**src/rsq_pkg.sv**
```systemverilog
// Overview of operation
// RULE_01: Reset pin is active low; high runs.
// RULE_02: Pin low resets at power-up and running.
// RULE_03: Stay in reset until pin is high.
// RULE_04: Release, initialise, warm up, run from zero.
// RULE_05: Low-voltage detector trip resets the system.
// RULE_06: Watchdog overflow resets, then normal operation resumes.
// RULE_07: Hold reset until power-good returns.
// RULE_08: Supply-drop pin low reruns whole sequence.
// RULE_09: Two cause flags: 00 wdt, 10 power, 11 pin.
// RULE_10: Any reset stops core, initialises, clears counter.
// RULE_11: Reset pin passes a flip-flop synchroniser chain.
package rsq_pkg;

    // ----------------------------------------------------------------
    // Timing.
    // ----------------------------------------------------------------
    localparam int CLK_PERIOD_NS  = 100;
    localparam int WARMUP_TIME_NS = 204800;
    // Least time, so the cycle count rounds up.
    localparam int WARMUP_CYCLES  = (WARMUP_TIME_NS + CLK_PERIOD_NS - 1) / CLK_PERIOD_NS;
    localparam int WARM_CNT_W     = 12;
    localparam logic [WARM_CNT_W-1:0] WARM_LAST = WARM_CNT_W'(WARMUP_CYCLES - 1);
    localparam logic [WARM_CNT_W-1:0] WARM_ZERO = 12'h000;

    // ----------------------------------------------------------------
    // Reset cause codes, high flag first.
    // ----------------------------------------------------------------
    localparam logic [1:0] CAUSE_WDT   = 2'h0;
    localparam logic [1:0] CAUSE_POWER = 2'h2;
    localparam logic [1:0] CAUSE_PIN   = 2'h3;
    localparam logic [1:0] CAUSE_RESET = CAUSE_POWER;

    // ----------------------------------------------------------------
    // Synchroniser reset values: pin released, supply good.
    // ----------------------------------------------------------------
    localparam logic [2:0] SYNC_RESET_VAL = 3'h5;
    // Cycles after reset before the filtered levels are trusted.
    localparam logic [2:0] SETTLE_LAST    = 3'h5;
    localparam logic [2:0] SETTLE_ZERO    = 3'h0;

    // Sequencer states.
    typedef enum logic [1:0] {
        ST_HOLD,
        ST_INIT,
        ST_WARM,
        ST_RUN
    } rsq_state_t;

    // Picks the cause code of a reset event; the pin outranks the supply.
    function automatic logic [1:0] rsq_pick_cause(input logic pin_low,
                                                  input logic power_bad,
                                                  input logic old_cause);
        logic [1:0] code;
        code = CAUSE_WDT;
        if (pin_low) begin
            code = CAUSE_PIN;
        end else if (power_bad) begin
            code = CAUSE_POWER;
        end
        return code;
    endfunction : rsq_pick_cause

endpackage : rsq_pkg

```
**src/rsq_sync_if.sv**
```systemverilog
`timescale 1ns/10ps
`default_nettype none
// Filtered levels handed from the input synchroniser to the sequencer.
interface rsq_sync_if;
    logic pin_high;
    logic lvd_trip;
    logic power_good;

    modport src (output pin_high, output lvd_trip, output power_good);
    modport dst (input pin_high, input lvd_trip, input power_good);
endinterface : rsq_sync_if
`default_nettype wire

```
**src/rsq_sequencer.sv**
```systemverilog
`timescale 1ns/10ps
`default_nettype none
module rsq_sequencer
    import rsq_pkg::*;
(
    input  wire logic   core_clk_i,
    input  wire logic   resetn_i,
    input  wire logic   ext_reset_n_i,
    input  wire logic   low_voltage_detector_i,
    input  wire logic   power_good_i,
    input  wire logic   wdt_overflow_i,
    output var  logic   sys_reset_n_o,
    output var  logic   reg_init_o,
    output var  logic   osc_enable_o,
    output var  logic   core_clk_en_o,
    output var  logic   pc_start_o,
    output var  logic   reset_cause_hi_flag_o,
    output var  logic   reset_cause_lo_flag_o
);

    // ----------------------------------------------------------------
    // Input synchroniser.
    // ----------------------------------------------------------------
    rsq_sync_if sync_bus ();

    rsq_sync u_sync (
        .core_clk_i             (core_clk_i),
        .resetn_i               (resetn_i),
        .ext_reset_n_i          (ext_reset_n_i),
        .low_voltage_detector_i (low_voltage_detector_i),
        .power_good_i           (power_good_i),
        .sync                   (sync_bus)
    );

    // ----------------------------------------------------------------
    // Sequencer state.
    // ----------------------------------------------------------------
    rsq_state_t              state;
    rsq_state_t              next_state;
    logic [WARM_CNT_W-1:0]   warm_cnt;
    logic [WARM_CNT_W-1:0]   next_warm_cnt;
    logic [1:0]              cause;
    logic [1:0]              next_cause;

    logic pin_low;
    logic power_bad;
    logic wdt_hit;
    logic any_event;
    logic release_ok;

    // ----------------------------------------------------------------
    // Synchroniser settle time.
    // ----------------------------------------------------------------
    // The synchroniser is preloaded to a released pin and a good supply,
    // so for the first few edges after reset it shows those preloads and
    // not the real pins. A pin still held low at that moment must not let
    // the sequence move on to initialise, so release waits until the
    // preload has been flushed out of every stage and the filter.
    logic [2:0]              settle_cnt;
    logic [2:0]              next_settle_cnt;
    logic                    settled;

    // Counts up once after reset and then stands at its last value.
    always_comb begin
        next_settle_cnt = settle_cnt;
        if (settle_cnt != SETTLE_LAST) begin
            next_settle_cnt = settle_cnt + 3'h1;
        end
    end

    // Registers the settle count.
    always_ff @(posedge core_clk_i) begin
        if (!resetn_i) begin
            settle_cnt <= SETTLE_ZERO;
        end else begin
            settle_cnt <= next_settle_cnt;
        end
    end

    // True once the filtered levels follow the real pins.
    assign settled = (settle_cnt == SETTLE_LAST); // see RULE_03

    // Reset sources, seen as levels except the watchdog pulse.
    always_comb begin
        pin_low    = !sync_bus.pin_high;                           // see RULE_02
        power_bad  = sync_bus.lvd_trip || !sync_bus.power_good;    // see RULE_05
        wdt_hit    = wdt_overflow_i && (state != ST_HOLD);         // see RULE_06
        any_event  = pin_low || power_bad || wdt_hit;
        // Leave reset only with the pin high and the supply in range.
        release_ok = sync_bus.pin_high && !power_bad && settled;   // see RULE_03
    end

    // Next state, warm-up count and cause.
    always_comb begin
        next_state    = state;
        next_warm_cnt = warm_cnt;
        next_cause    = cause;
        if (any_event) begin
            // Every source restarts the full sequence from the top.
            next_state    = ST_HOLD;                                // see RULE_08
            next_warm_cnt = WARM_ZERO;
            if (state != ST_HOLD || pin_low || power_bad) begin
                next_cause = rsq_pick_cause(pin_low, power_bad, 1'b0); // see RULE_09
            end
        end else begin
            case (state)
                ST_HOLD: begin
                    // A watchdog reset in a sagging supply waits here.
                    if (release_ok) begin                           // see RULE_07
                        next_state = ST_INIT;
                    end
                end
                ST_INIT: begin
                    next_state    = ST_WARM;                        // see RULE_04
                    next_warm_cnt = WARM_ZERO;
                end
                ST_WARM: begin
                    if (warm_cnt == WARM_LAST) begin
                        next_state = ST_RUN;
                    end else begin
                        next_warm_cnt = warm_cnt + 12'h001;
                    end
                end
                ST_RUN: begin
                    next_state = ST_RUN;
                end
                default: begin
                    next_state = ST_HOLD;
                end
            endcase
        end
    end

    // Registers of the sequencer.
    always_ff @(posedge core_clk_i) begin
        if (!resetn_i) begin
            state    <= ST_HOLD;
            warm_cnt <= WARM_ZERO;
            cause    <= CAUSE_RESET;
        end else begin
            state    <= next_state;
            warm_cnt <= next_warm_cnt;
            cause    <= next_cause;
        end
    end

    // ----------------------------------------------------------------
    // Outputs, registered from the next state.
    // ----------------------------------------------------------------
    logic next_sys_reset_n;
    logic next_reg_init;
    logic next_osc_enable;
    logic next_core_clk_en;
    logic next_pc_start;

    // Core runs only in the final state; registers load in the init step.
    always_comb begin
        next_sys_reset_n = (next_state == ST_RUN);                  // see RULE_10
        next_reg_init    = (next_state == ST_INIT);                 // see RULE_10
        next_osc_enable  = (next_state == ST_WARM) || (next_state == ST_RUN);
        next_core_clk_en = (next_state == ST_RUN);                  // see RULE_04
        next_pc_start    = (next_state == ST_RUN) && (state != ST_RUN);
    end

    // Output flip-flops.
    always_ff @(posedge core_clk_i) begin
        if (!resetn_i) begin
            sys_reset_n_o         <= 1'b0;
            reg_init_o            <= 1'b0;
            osc_enable_o          <= 1'b0;
            core_clk_en_o         <= 1'b0;
            pc_start_o            <= 1'b0;
            reset_cause_hi_flag_o <= CAUSE_RESET[1];
            reset_cause_lo_flag_o <= CAUSE_RESET[0];
        end else begin
            sys_reset_n_o         <= next_sys_reset_n;
            reg_init_o            <= next_reg_init;
            osc_enable_o          <= next_osc_enable;
            core_clk_en_o         <= next_core_clk_en;
            pc_start_o            <= next_pc_start;
            reset_cause_hi_flag_o <= next_cause[1];                 // see RULE_09
            reset_cause_lo_flag_o <= next_cause[0];
        end
    end

endmodule : rsq_sequencer
`default_nettype wire

```
**src/rsq_sync.sv**
```systemverilog
`timescale 1ns/10ps
`default_nettype none
module rsq_sync
    import rsq_pkg::*;
(
    input  wire logic   core_clk_i,
    input  wire logic   resetn_i,
    input  wire logic   ext_reset_n_i,
    input  wire logic   low_voltage_detector_i,
    input  wire logic   power_good_i,
    rsq_sync_if.src     sync
);

    // ----------------------------------------------------------------
    // Three-stage chains.
    // ----------------------------------------------------------------
    logic [2:0] stage1;
    logic [2:0] stage2;
    logic [2:0] stage3;
    logic [2:0] level;
    logic [2:0] next_level;

    // A change is accepted only once stages two and three agree.
    always_comb begin
        for (int i = 0; i < 3; i++) begin
            next_level[i] = (stage2[i] == stage3[i]) ? stage3[i] : level[i];
        end
    end

    // Stage one feeds stage two only.
    always_ff @(posedge core_clk_i) begin
        if (!resetn_i) begin
            stage1 <= SYNC_RESET_VAL;
            stage2 <= SYNC_RESET_VAL;
            stage3 <= SYNC_RESET_VAL;
            level  <= SYNC_RESET_VAL;
        end else begin
            stage1 <= {power_good_i, low_voltage_detector_i, ext_reset_n_i}; // see RULE_11
            stage2 <= stage1;
            stage3 <= stage2;
            level  <= next_level;
        end
    end

    // Bit 0 is the pin, bit 1 the detector trip, bit 2 power-good.
    assign sync.pin_high   = level[0]; // see RULE_01
    assign sync.lvd_trip   = level[1];
    assign sync.power_good = level[2];

endmodule : rsq_sync
`default_nettype wire

```
**config.mk**
```make
export PLATFORM = sky130hd
export DESIGN_NAME = rsq_sequencer
export DESIGN_NICKNAME = d
export VERILOG_FILES = /design/src/rsq_pkg.sv /design/src/rsq_sync_if.sv /design/src/rsq_sequencer.sv /design/src/rsq_sync.sv
export SDC_FILE = /design/constraint.sdc
export NUM_CORES = 1
export LEC_CHECK = 0
export ABC_AREA = 1
export ABC_CLOCK_PERIOD_IN_PS = 4000
export BUFFER_PORTS_ARGS = -buffer_cell sky130_fd_sc_hd__buf_2
export CAP_MARGIN = 20
export CORE_UTILIZATION = 61
export DETAILED_ROUTE_END_ITERATION = 10
export PLACE_DENSITY_LB_ADDON = 0.25
export SETUP_SLACK_MARGIN = 0.05
export SLEW_MARGIN = 15
export SYNTH_ARGS = -nofsm -noshare
export SYNTH_HDL_FRONTEND = slang
export SYNTH_SLANG_ARGS = --single-unit
```
**constraint.sdc**
```tcl
create_clock -name core_clk_i -period 4 [get_ports core_clk_i]
set_input_delay 0.2 -clock core_clk_i [delete_from_list [all_inputs] [get_ports core_clk_i]]
set_output_delay 0.2 -clock core_clk_i [all_outputs]
set_load 0.005 [all_outputs]
```
### Yosys cells after proc, flatten, opt, wreduce, memory -nomap -nowiden

Cells that the tools add are included.

* flip-flop bits (word level): 37
* word-level logic and storage cells: 61

* $add $sub $neg: 2
* equality and inequality tests: 14
* mux-type cells: 10
* bitwise logic cells: 1
* reductions and logical operators: 18

Operators by type and width (number)
* case mux 12 bit (2 select lines): 1
* 2-to-1 mux 2 bit: 7
* adder 12 x 1 -> 12 bit (second input constant): 1
* == test 12 x 11 -> 1 bit (second input constant): 1
* 2-to-1 mux 12 bit: 1
* == test 2 bit (second input constant): 4
* case mux 2 bit (4 select lines): 1
* logical OR 1 bit: 6
* == test 2 x 1 -> 1 bit (second input constant): 2
* logical AND 1 bit: 4
* inequality test 2 bit (second input constant): 2
* nonzero test 2 bit: 2
* adder 3 x 1 -> 3 bit (second input constant): 1
* == test 1 bit: 3
* == test 3 bit (second input constant): 1
* zero test 1 bit: 3
* inequality test 3 bit (second input constant): 1
* zero test 2 bit: 1
* AND reduction 2 bit: 1
* OR reduction 2 bit: 1
* inverter 1 bit: 1

### Depth between registers and ports, before layout

Gate-level depths: netlist of the first run.

* depth after elaboration: 10
* mapped depth: 11
* depth with buffers taken out: 10

### Hierarchy

A second synthesis of the first run with hierarchy kept.

* cell total of the unflattened synthesis: 195
* area, all modules: 1486.4 um^2

Modules (own cells, without submodules)
* rsq_sequencer: instances 1, cells each 147, area an instance 1101.1 um^2, seq. area each 460.4 um^2
* rsq_sync: instances 1, cells each 48, area an instance 385.4 um^2, seq. area each 240.2 um^2

### Least setup slack after synthesis of the first run

No wires, ideal clock.

* path type: flip-flop to flip-flop
* from: register warm_cnt[1]
* to: register warm_cnt[11]
* setup time: 0.113 ns
* arrival: 1.311 ns
* setup slack: 2.576 ns
* stages on the path, launching flop included: 12
* buffers on the path: 1
* period minus slack after synthesis: 1.424 ns
* path through: dfxtp_1 -> ha_1 -> inv_1 -> nor2_1 -> nand3_1 -> nand2_2 -> nand2_4 -> buf_6 -> nand2_1 -> nand2_1 -> nand2_1 -> nor2_1

* cells in the longest elaborated chain, start to end: 3
* elaborated cells on any way between the ends: 6
* classes of those cells: add/sub: 1; eq/ne: 2; mux: 2; reduce/logical: 1

RTL lines
* from (decl): RTL line rsq_sequencer.sv:40 `logic [WARM_CNT_W-1:0] warm_cnt;`
* from (signal assigned): RTL line rsq_sequencer.sv:142 `warm_cnt <= next_warm_cnt;`
* adder 12 x 1 -> 12 bit or == test 12 x 11 -> 1 bit (tied branches): RTL line rsq_sequencer.sv:121, rsq_sequencer.sv:118
* 2-to-1 mux 12 bit or inequality test 2 bit (tied branches)
* case mux 12 bit (2 select lines) or AND reduction 2 bit (tied branches)

Parallel ways exist; a longest one is shown, timed or not. The select of a mux whose other input is x is not followed.
A chain may end at the register's enable or synchronous reset.

### Worst setup path in the final report of the first run

* from: register warm_cnt[0]
* to: register warm_cnt[3]

Same word-level chain as after synthesis.

==> results.yml, run 1 <==
timing:
  relSlewSlack: 0.796
  maxSlewViolCount: 0
  fin_skew_ns: 0.0205
  finalHoldViolations: 0
  max_slew.worst_pin.slew_ns: 0.303
  fin_crit_ns: 1.60
  max_freq_mhz: 627
  final.period_utilization: 0.399
  setup_viol: 0
  rsz0062_at_grt: "no"
  fin_tns_setup_ns: 0
grt:
  grt_start_max_net_pins: 15
  grt.total_usage: 0.250
  grt_pass1_vias: 1178
  gr-total-overflow: 0
  grt_pass1_wl_microns: 4570
  antenna_found_initial: 0
critical_path:
  required_ns: 4.24
  reg2regPathDepth: 10
  cpMostUsedCell: "nand2_1"
  crit_path_start_kind: "register"
  path_cells: "ha_1 -> inv_1 -> nor2_1 -> nand3_1 -> nand2_2 -> nand2_4 -> nand2_1 -> nand2_1 -> nand2_1 -> nor2_1"
  startpoint: "warm_cnt[0]"
  crit_path_end_kind: "register"
  slowest_stage: "dfxtp_1"
  r2r-start: "warm_cnt[0]"
  cp_data_arrival_time_ns: 1.84
  rrSetupSlack_ns: 2.40
  cpPeakStageDelay_ns: 0.38
  cp-endpoint: "warm_cnt[3]"
  r2r_end: "warm_cnt[3]"
  crit_type: "reg -> reg"
  crit_path_max_fanout: 14
drt:
  via_count: 1186
  post_drt_via_cell_ratio: 4.96
  drt-wirelength-per-cell_microns: 10.7
  drc: 0
  first_pass_iters: 4
  detail-route-antenna-nets: 0
  wl_microns: 2550
  drtIter0Drc: 25
cells_and_area:
  utilization: 0.711
  final_nets: 219
  antenna_cells: 0
  final_cells: 239
  fillers: 189
  drive_above_1_share: 0.161
  area_growth_pct: 8.28
pwr:
  p_leak_uw: 0.000732
  power.switching_uw: 140
  power_uw: 578
  intPower_uw: 439
  vdd_drop_max_mv: 0.325
  pwr-share-comb: 0.056
  clkPwrFrac: 0.317
  power_frac_seq: 0.627
  swShare: 0.241
  pwr_density_cell_mw_per_mm2: 364
logic_synthesis:
  synth_enable_flop_cells: 0
  yosysMostFrequentCell: "nand2_1"
  synth_cells: 194
  netlist_top_cells_count: "nand2_1 (44), dfxtp_1 (35), nor2_1 (29)"
  synth.yosys.warnings: 0
  syn_avg_cell_area_sq_um: 7.56
  seq_area_frac_synth: 0.478
  ys_seq_elements: 35
  synthArstFlopShare: 0
  ys_top_cells_by_area: "dfxtp_1 (48%), nand2_1 (11%), nor2_1 (7.4%)"
  netlist_area_sq_mm: 0.00147
  synth_top_cell_area_share: 0.478
  syn_nets: 203
  synth_top_cell_by_area: "dfxtp_1"
  dominantRegCellSynth: "dfxtp_1"
  yosysUniqueCellTypes: 24
die:
  die_x_microns: 51.0
  die_area_sq_mm: 0.00260
  core_area_sq_mm: 0.00223
  die_y_microns: 51.0
  ioPinCount: 13
  start_util: 0.657
  rows: 17
flow_run:
  cap_violations: 0
clock_network:
  htreeDepth: 2
  numCtsBuffers: 5
  cts_setup_buffers: 0
  clkLatencyLatePin_ns: 0.35
  clk_pin_slew_ns: 0.11
  cts_num_sinks: 35
  cts_root_buffer: "clkbuf_4"
  postCtsHoldBufs: 0
  postCtsResizedCells: 0
  clockBufferDepth: 2
  cts_tree: "built"
placed_design:
  detailed_place_hpwl_microns: 1910
  place_congestion: 0.794
  io_buffers: 12
  dp_cells: 231
min_path:
  hp-class: "in -> reg"
outcome:
  status: "completed"
cells by family (layout without fill, tap and decap cells):
group / count (synthesis) / in the layout / share of synthesized area
AO/OA/AOI/OAI: 20 / 20 / 0.0777
adder cells (fa/ha/maj): 3 / 3 / 0.0256
flip-flops: 35 / 35 / 0.478
AND/OR/NAND/NOR: 107 / 107 / 0.333
XOR/XNOR: 1 / 1 / 0.00597
buffers and inverters: 28 / 45 / 0.0802
metal layers:
layer / vias to the layer above / GRT usage / part of all wire / wire length [microns]
met2: 17 / 0.452 / 0.51 / 1310
li1: 634 / - / - / -
met3: 9 / 0.0893 / 0.034 / 86
met4: 0 / 0.171 / 0.034 / 87
met5: - / 0 / 0 / 0
met1: 526 / 0.229 / 0.42 / 1070
worst max-delay path: cells and delay by family, from the launching register on:
kind          cells  cell delay (ns)
simple gates      8             0.84
flops             1             0.38
fa+ha+maj         1             0.22
buf+inv           1             0.05
through the flow:
| stage | cell area (sq um) | hold slack, ns | setup slack [ns] |
|---|---|---|---|
| 2_1_floorplan | 1470 | 0.298 | 2.58 |
| 3_3_place_gp | 1540 | 0.385 | 2.49 |
| 3_5_place_dp | 1540 | 0.387 | 2.44 |
| 4_1_cts | 1590 | 0.0294 | 2.41 |
| 5_1_grt | 1590 | 0.0298 | 2.21 |
| 6_report | 1590 | 0.0419 | 2.40 |
registers in the layout, summed over array words and instances (netlist names):
name / count
settle_cnt: 3
u_sync.stage3: 3
pc_start_o: 1
u_sync.stage2: 3
u_sync.stage1: 3
reg_init_o: 1
cause: 2
osc_enable_o: 1
warm_cnt: 12
core_clk_en_o: 1
u_sync.level: 3
state: 2
placed cells by master (no fill, tap or decap), drive strengths merged:
cell | synthesis | routed
dfxtp | 35 | 35
ha | 3 | 3
clkinv | 0 | 1
a21boi | 1 | 1
nand4 | 2 | 2
a21oi | 15 | 15
nand3 | 14 | 14
clkbuf | 0 | 7
buf | 3 | 12
inv | 25 | 25
nand2 | 48 | 48
nand3b | 1 | 1
and2 | 1 | 1
xnor2 | 1 | 1
or2 | 6 | 6
nor3 | 2 | 2
o21ai | 4 | 4
nor2 | 33 | 33
power groups by stage:
stage / logic [uW] / clock network, uW / registers, uW
finish: 32.5 / 183 / 363
detailed placement: 32.5 / 0 / 371
global route: 37.3 / 204 / 364
floorplan: 24.4 / 0 / 370
CTS: 32.7 / 186 / 363
global placement: 29.9 / 0 / 370
final cells by class:
class / count / area [sq um] / area share
Sequential cell: 35 / 701 / 0.441
Multi-Input combinational cell: 131 / 648 / 0.408
Inverter: 25 / 93.8 / 0.0591
Timing Repair Buffer: 12 / 60.1 / 0.0378
Clock buffer: 7 / 45.0 / 0.0284
Tap cell: 28 / 35.0 / 0.0221
Clock inverter: 1 / 5.00 / 0.00315
worst min path at each step:
stage | start | to | slack, ns | cells after the start
after CTS | low_voltage_detector_i | u_sync.stage1[1] | 0.03 | 3
after detailed placement | low_voltage_detector_i | u_sync.stage1[1] | 0.39 | 3
after floorplan | low_voltage_detector_i | u_sync.stage1[1] | 0.30 | 2
after global placement | power_good_i | u_sync.stage1[2] | 0.39 | 2
after global routing | ext_reset_n_i | u_sync.stage1[0] | 0.03 | 2
final | low_voltage_detector_i | u_sync.stage1[1] | 0.04 | 3
(Power assumes the default switching activity.)
==> run 2, diff against run 1 <==
ABC_CLOCK_PERIOD_IN_PS = 1500   (was 4000)
CORE_UTILIZATION = 57   (was 61)
clock period = 1.5 ns   (was 4 ns; I/O delays follow)
==> run 2 against run 1 <==
Via count increased by 5.0%. Global-route usage fell by 3.3 points. Fmax grew 16%. Sequential power rose to 2.7 times the previous value. Sequential cell count did not move. Clock power rose to 2.7 times the previous value. Hold slack lost 0.015 ns. Critical endpoint is now pc_start_o. Highest routed layer unchanged.
==> results.yml, run 2 (synthesis results as in run 1) <==
outcome:
  status: "completed"
grt:
  gr-total-overflow: 0
  grt.total_usage: 0.216
  grt_pass1_vias: 1059
  grt_start_max_net_pins: 15
  antenna_found_initial: 0
  grt_pass1_wl_microns: 4150
drt:
  post_drt_via_cell_ratio: 4.92
  wl_met2_microns: 1430
  wl_microns: 2770
  wl_met1_microns: 1200
  detail-route-antenna-nets: 0
  drc: 0
  via_count: 1245
  top_layer: "met4"
  drtIter0Drc: 25
  drt-wirelength-per-cell_microns: 11.0
  wl_met3_microns: 105
  first_pass_iters: 4
critical_path:
  cpMostUsedCell: "nand3_1"
  cpPeakStageDelay_ns: 0.38
  path_cells: "ha_4 -> nand3_1 -> nor3_1 -> nand3_1 -> nand2_1 -> nand4_1 -> nor2_1"
  crit_path_start_kind: "register"
  crit_path_max_fanout: 4
  slowest_stage: "dfxtp_4"
  cp_data_arrival_time_ns: 1.65
  crit_type: "reg -> reg"
  required_ns: 1.77
  crit_path_end_kind: "register"
placed_design:
  io_buffers: 12
  detailed_place_hpwl_microns: 1950
  postPlaceCellArea_sq_mm: 0.00159
  place_congestion: 0.818
die:
  start_util: 0.597
  core_area_sq_mm: 0.00245
  die_y_microns: 52.7
  die_area_sq_mm: 0.00278
  rows: 18
  die_x_microns: 52.7
  ioPinCount: 13
clock_network:
  cts_root_buffer: "clkbuf_4"
  numCtsBuffers: 5
  clkLatencyLatePin_ns: 0.33
  cts_num_sinks: 35
  htreeDepth: 2
  clk_pin_slew_ns: 0.10
  clockBufferDepth: 2
  cts_tree: "built"
timing:
  fin_tns_setup_ns: 0
  fin_crit_ns: 1.38
  maxSlewViolCount: 0
  max_freq_mhz: 724
  fin_skew_ns: 0.00664
  setup_viol: 0
  whs_ns: 0.0273
  relSlewSlack: 0.818
  finalHoldViolations: 0
  max_slew.worst_pin.slew_ns: 0.270
  rsz0062_at_grt: "no"
  final.period_utilization: 0.921
cells_and_area:
  mostFrequentLayoutCells: "nand2_1 (43), dfxtp_1 (33), nor2_1 (26), inv_1 (25), a21oi_1 (13)"
  area_growth_pct: 19.0
  top_register: "warm_cnt"
  fin_area_sq_mm: 0.00175
  drive_above_1_share: 0.242
  fillers: 203
  largest_reg_flops: 12
  layout.cells.most_common: "nand2_1"
  final_nets: 231
  antenna_cells: 0
pwr:
  p_leak_uw: 0.000789
  vdd_drop_max_mv: 1.09
  pwr_density_cell_mw_per_mm2: 898
  power_uw: 1570
min_path:
  hp-class: "in -> reg"
flow_run:
  cap_violations: 0
-- run 2: changes by cell type in the layout (fill, tap and decap cells not counted), moves of 3 or more --
cell	delta
buf_4	+9
dlygate4sd3_1	+3
nor2_1	-3
nor2_2	+3
-- run 2: path summary, 6_finish.rpt --
check | start | slack, ns | cells past startpoint | end
worst max register to register | warm_cnt[0] | 0.12 | 7 | pc_start_o
worst max-delay path | warm_cnt[0] | 0.12 | 7 | pc_start_o
worst min-delay path | resetn_i | 0.03 | 2 | cause[1]
worst min register to register | u_sync.stage1[1] | 0.42 | 2 | u_sync.stage2[1]
-- run 2: worst max-delay path: cells and delay by family (launching register included) --
kind / cells / cell delay [ns]
and+or+nand+nor: 6 / 0.80
DFF: 1 / 0.38
adders and majority gates: 1 / 0.15
-- run 2: timing repair --
| action | in CTS | in global routing |
|---|---|---|
| pin swaps | 0 | 4 |
| hold buffers | 3 | 0 |
| gates resized for setup | 4 | 9 |
| buffers inserted | 0 | 3 |
| endpoints found under the hold margin | 3 | 0 |
| setup endpoints to repair | 10 | 16 |
-- run 2: metrics by stage --
| step | util | instances | setup slack (ns) |
|---|---|---|---|
| after floorplan | - | 194 | 0.0761 |
| after global placement | 0.646 | 239 | 0.121 |
| after detailed placement | 0.646 | 239 | 0.0236 |
| after CTS | 0.685 | 250 | 0.0560 |
| after global routing | 0.711 | 253 | 0.0309 |
| final | 0.711 | 253 | 0.119 |
-- run 2: final cells by class --
cell class	instances	area, sq um	share of cell area
clock buffer	5	37.5	0.0215
clock inverter	3	20.0	0.0115
inverter	25	93.8	0.0538
multi-input combinational	131	693	0.397
sequential	35	706	0.404
tap	30	37.5	0.0215
timing repair buffer	24	158	0.0903
-- run 2: layer usage --
| layer | vias to the layer above | GRT usage |
|---|---|---|
| met5 | - | 0 |
| met4 | 0 | 0.110 |
| met3 | 4 | 0.0899 |
| met2 | 23 | 0.380 |
| met1 | 562 | 0.216 |
| li1 | 656 | - |
-- run 2: power breakdown --
part	leakage, uW	internal (uW)	total (uW)	switching [uW]
registers	0.000286	952	967	15.1
logic	0.000476	49.3	107	57.4
clock network	0.0000272	179	493	314
==> run 3, diff against run 2 <==
ABC_AREA = not set   (was 1)
GPL_TIMING_DRIVEN = 0   (was not set)
==> run 3 against run 2 <==
The run now ends with setup timing left. Critical path depth is 3 lower. Global-route usage is 8.1 points higher. Via count is 8.8% higher. Clock-buffer cell count is 3 higher. Sequential power hardly changed. Routed wire length is 29% higher. Clock power is 17% higher. Hold slack better by 0.11 ns. Synthesized cell count is 19% lower. Sequential share of layout area is 3.5 points lower. Critical endpoint is now warm_cnt[9]. Largest cell class is now multi-input combinational cells. Highest routed layer unchanged.
==> results.yml, run 3 <==
cells_and_area:
  antenna_cells: 0
  fillers: 128
  top_register: "warm_cnt"
  final_nets: 205
  layout.cells.most_common: "dfxtp_1"
  final_cells: 225
  drive_above_1_share: 0.371
  largest_reg_flops: 12
  area_growth_pct: 35.1
  mostFrequentLayoutCells: "dfxtp_1 (23), buf_4 (17), buf_2 (12), nor2_1 (10)"
pwr:
  swShare: 0.231
  vdd_drop_max_mv: 0.747
  clkPwrFrac: 0.344
  power.switching_uw: 387
  power_frac_seq: 0.575
  intPower_uw: 1290
  pwr_density_cell_mw_per_mm2: 855
  pwr-share-comb: 0.082
  p_leak_uw: 0.000717
logic_synthesis:
  ys_top_cells_by_area: "dfxtp_1 (48%), nand2b_1 (3.9%), a21oi_1 (3.8%)"
  synth_top_cell_area_share: 0.482
  dominantRegCellSynth: "dfxtp_1"
  netlist_area_sq_mm: 0.00145
  netlist_top_cells_count: "dfxtp_1 (35), a21oi_1 (11), o21ai_0 (11)"
  synthArstFlopShare: 0
  seq_area_frac_synth: 0.482
  synth_enable_flop_cells: 0
  synth.yosys.warnings: 0
  synth_top_cell_by_area: "dfxtp_1"
  yosysUniqueCellTypes: 42
  syn_avg_cell_area_sq_um: 9.25
  ys_seq_elements: 35
  yosysMostFrequentCell: "dfxtp_1"
  synth_cells: 157
  syn_nets: 166
clock_network:
  htreeDepth: 2
  numCtsBuffers: 5
  clkLatencyLatePin_ns: 0.34
  cts_root_buffer: "clkbuf_4"
  clockBufferDepth: 2
  cts_tree: "built"
  clk_pin_slew_ns: 0.11
  cts_num_sinks: 35
placed_design:
  dp_cells: 197
  detailed_place_hpwl_microns: 2050
  pre_cts_ws_ns: -0.183
  place_congestion: 0.826
  io_buffers: 12
timing:
  setup_slack_ns: -0.147
  maxSlewViolCount: 0
  max_slew.worst_pin.slew_ns: 0.482
  setup_viol: 6
  finalHoldViolations: 0
  fin_crit_ns: 1.65
  final.period_utilization: 1.10
  max_freq_mhz: 607
  fin_skew_ns: 0.00969
  relSlewSlack: 0.676
  rsz0062_at_grt: "yes"
min_path:
  hp-class: "in -> reg"
drt:
  via_count: 1355
  detail-route-antenna-nets: 0
  drtIter0Drc: 29
  post_drt_via_cell_ratio: 6.02
  drt-wirelength-per-cell_microns: 15.9
  wl_microns: 3580
  first_pass_iters: 4
  drc: 0
critical_path:
  cp_data_arrival_time_ns: 1.92
  path_cells: "nand4_1 -> or4_1 -> or3_4 -> a21oi_2"
  crit_path_max_fanout: 4
  crit_type: "reg -> reg"
  crit_path_start_kind: "register"
  cpPeakStageDelay_ns: 0.58
  required_ns: 1.77
  crit_path_end_kind: "register"
  slowest_stage: "or4_1"
grt:
  grt.total_usage: 0.297
  gr-total-overflow: 0
  grt_pass1_wl_microns: 5840
  grt_pass1_vias: 1312
  grt_start_max_net_pins: 11
  antenna_found_initial: 0
outcome:
  violations: "setup timing"
  status: "complete, but fails checks"
die:
  die_y_microns: 52.5
  ioPinCount: 13
  die_x_microns: 52.5
  start_util: 0.632
  rows: 17
  die_area_sq_mm: 0.00275
  core_area_sq_mm: 0.00230
flow_run:
  cap_violations: 0
## run 3: path summary, 6_finish.rpt
check,from,end,slack [ns],depth (start not counted)
worst max-delay path,warm_cnt[5],warm_cnt[9],-0.15,4
worst min-delay path,wdt_overflow_i,cause[1],0.13,3
worst max register to register,warm_cnt[5],warm_cnt[9],-0.15,4
worst min register to register,u_sync.stage1[2],u_sync.stage2[2],0.42,1
## run 3: cell families (layout without fill, tap and decap cells)
logic type	Yosys count	count (layout)	synth area share
xor+xnor	3	3	0.0233
flops	35	35	0.482
simple gates	69	69	0.278
fa+ha+maj	3	3	0.0258
compound gates	37	37	0.156
buf+inv	10	50	0.0344
## run 3: power groups by stage
stage	registers, uW	clock network, uW	logic [uW]
floorplan	985	0	69.1
global placement	987	0	90.4
detailed placement	989	0	95.2
CTS	964	581	124
global route	967	630	152
finish	964	577	137
## run 3: area by class of cell
class	instances	area [sq um]	area share
Multi-Input combinational cell	112	841	0.428
Sequential cell	35	726	0.370
Timing Repair Buffer	34	240	0.122
Clock buffer	8	68.8	0.0351
Buffer	4	37.5	0.0191
Tap cell	28	35.0	0.0178
Inverter	4	15.0	0.00765
## run 3: critical path: cells and delay by family (launching register included)
family           cells  cell delay, ns
AO/OA/AOI/OAI        1            0.12
AND/OR/NAND/NOR      3            1.11
flip-flops           1            0.36
## run 3: routing by layer
| layer | routed length, microns | up-vias | global-route usage |
|---|---|---|---|
| met2 | 1730 | 50 | 0.496 |
| met1 | 1520 | 643 | 0.332 |
| li1 | - | 646 | - |
| met3 | 200 | 16 | 0.0812 |
| met5 | 0 | - | 0 |
| met4 | 128 | 0 | 0.180 |
## run 3: what timing repair did
| item | 4_1_cts | 5_1_grt |
|---|---|---|
| setup endpoints to repair | 9 | 11 |
| pin swaps | 13 | 11 |
| buffers inserted | 13 | 3 |
| endpoints found under the hold margin | 7 | 0 |
| gates resized for setup | 24 | 11 |
| hold buffers | 6 | 0 |
## run 3: through the flow
stage | TNS (ns) | hold WS (ns) | total power (uW) | util | instance area (sq um)
global route | -0.996 | 0.131 | 1750 | 0.855 | 1960
global placement | -0.417 | 0.255 | 1080 | 0.692 | 1590
detailed placement | -0.972 | 0.260 | 1080 | 0.692 | 1590
floorplan | -0.0113 | 0.148 | 1050 | - | 1500
finish | -0.311 | 0.135 | 1680 | 0.855 | 1960
CTS | -0.0446 | 0.152 | 1670 | 0.826 | 1900
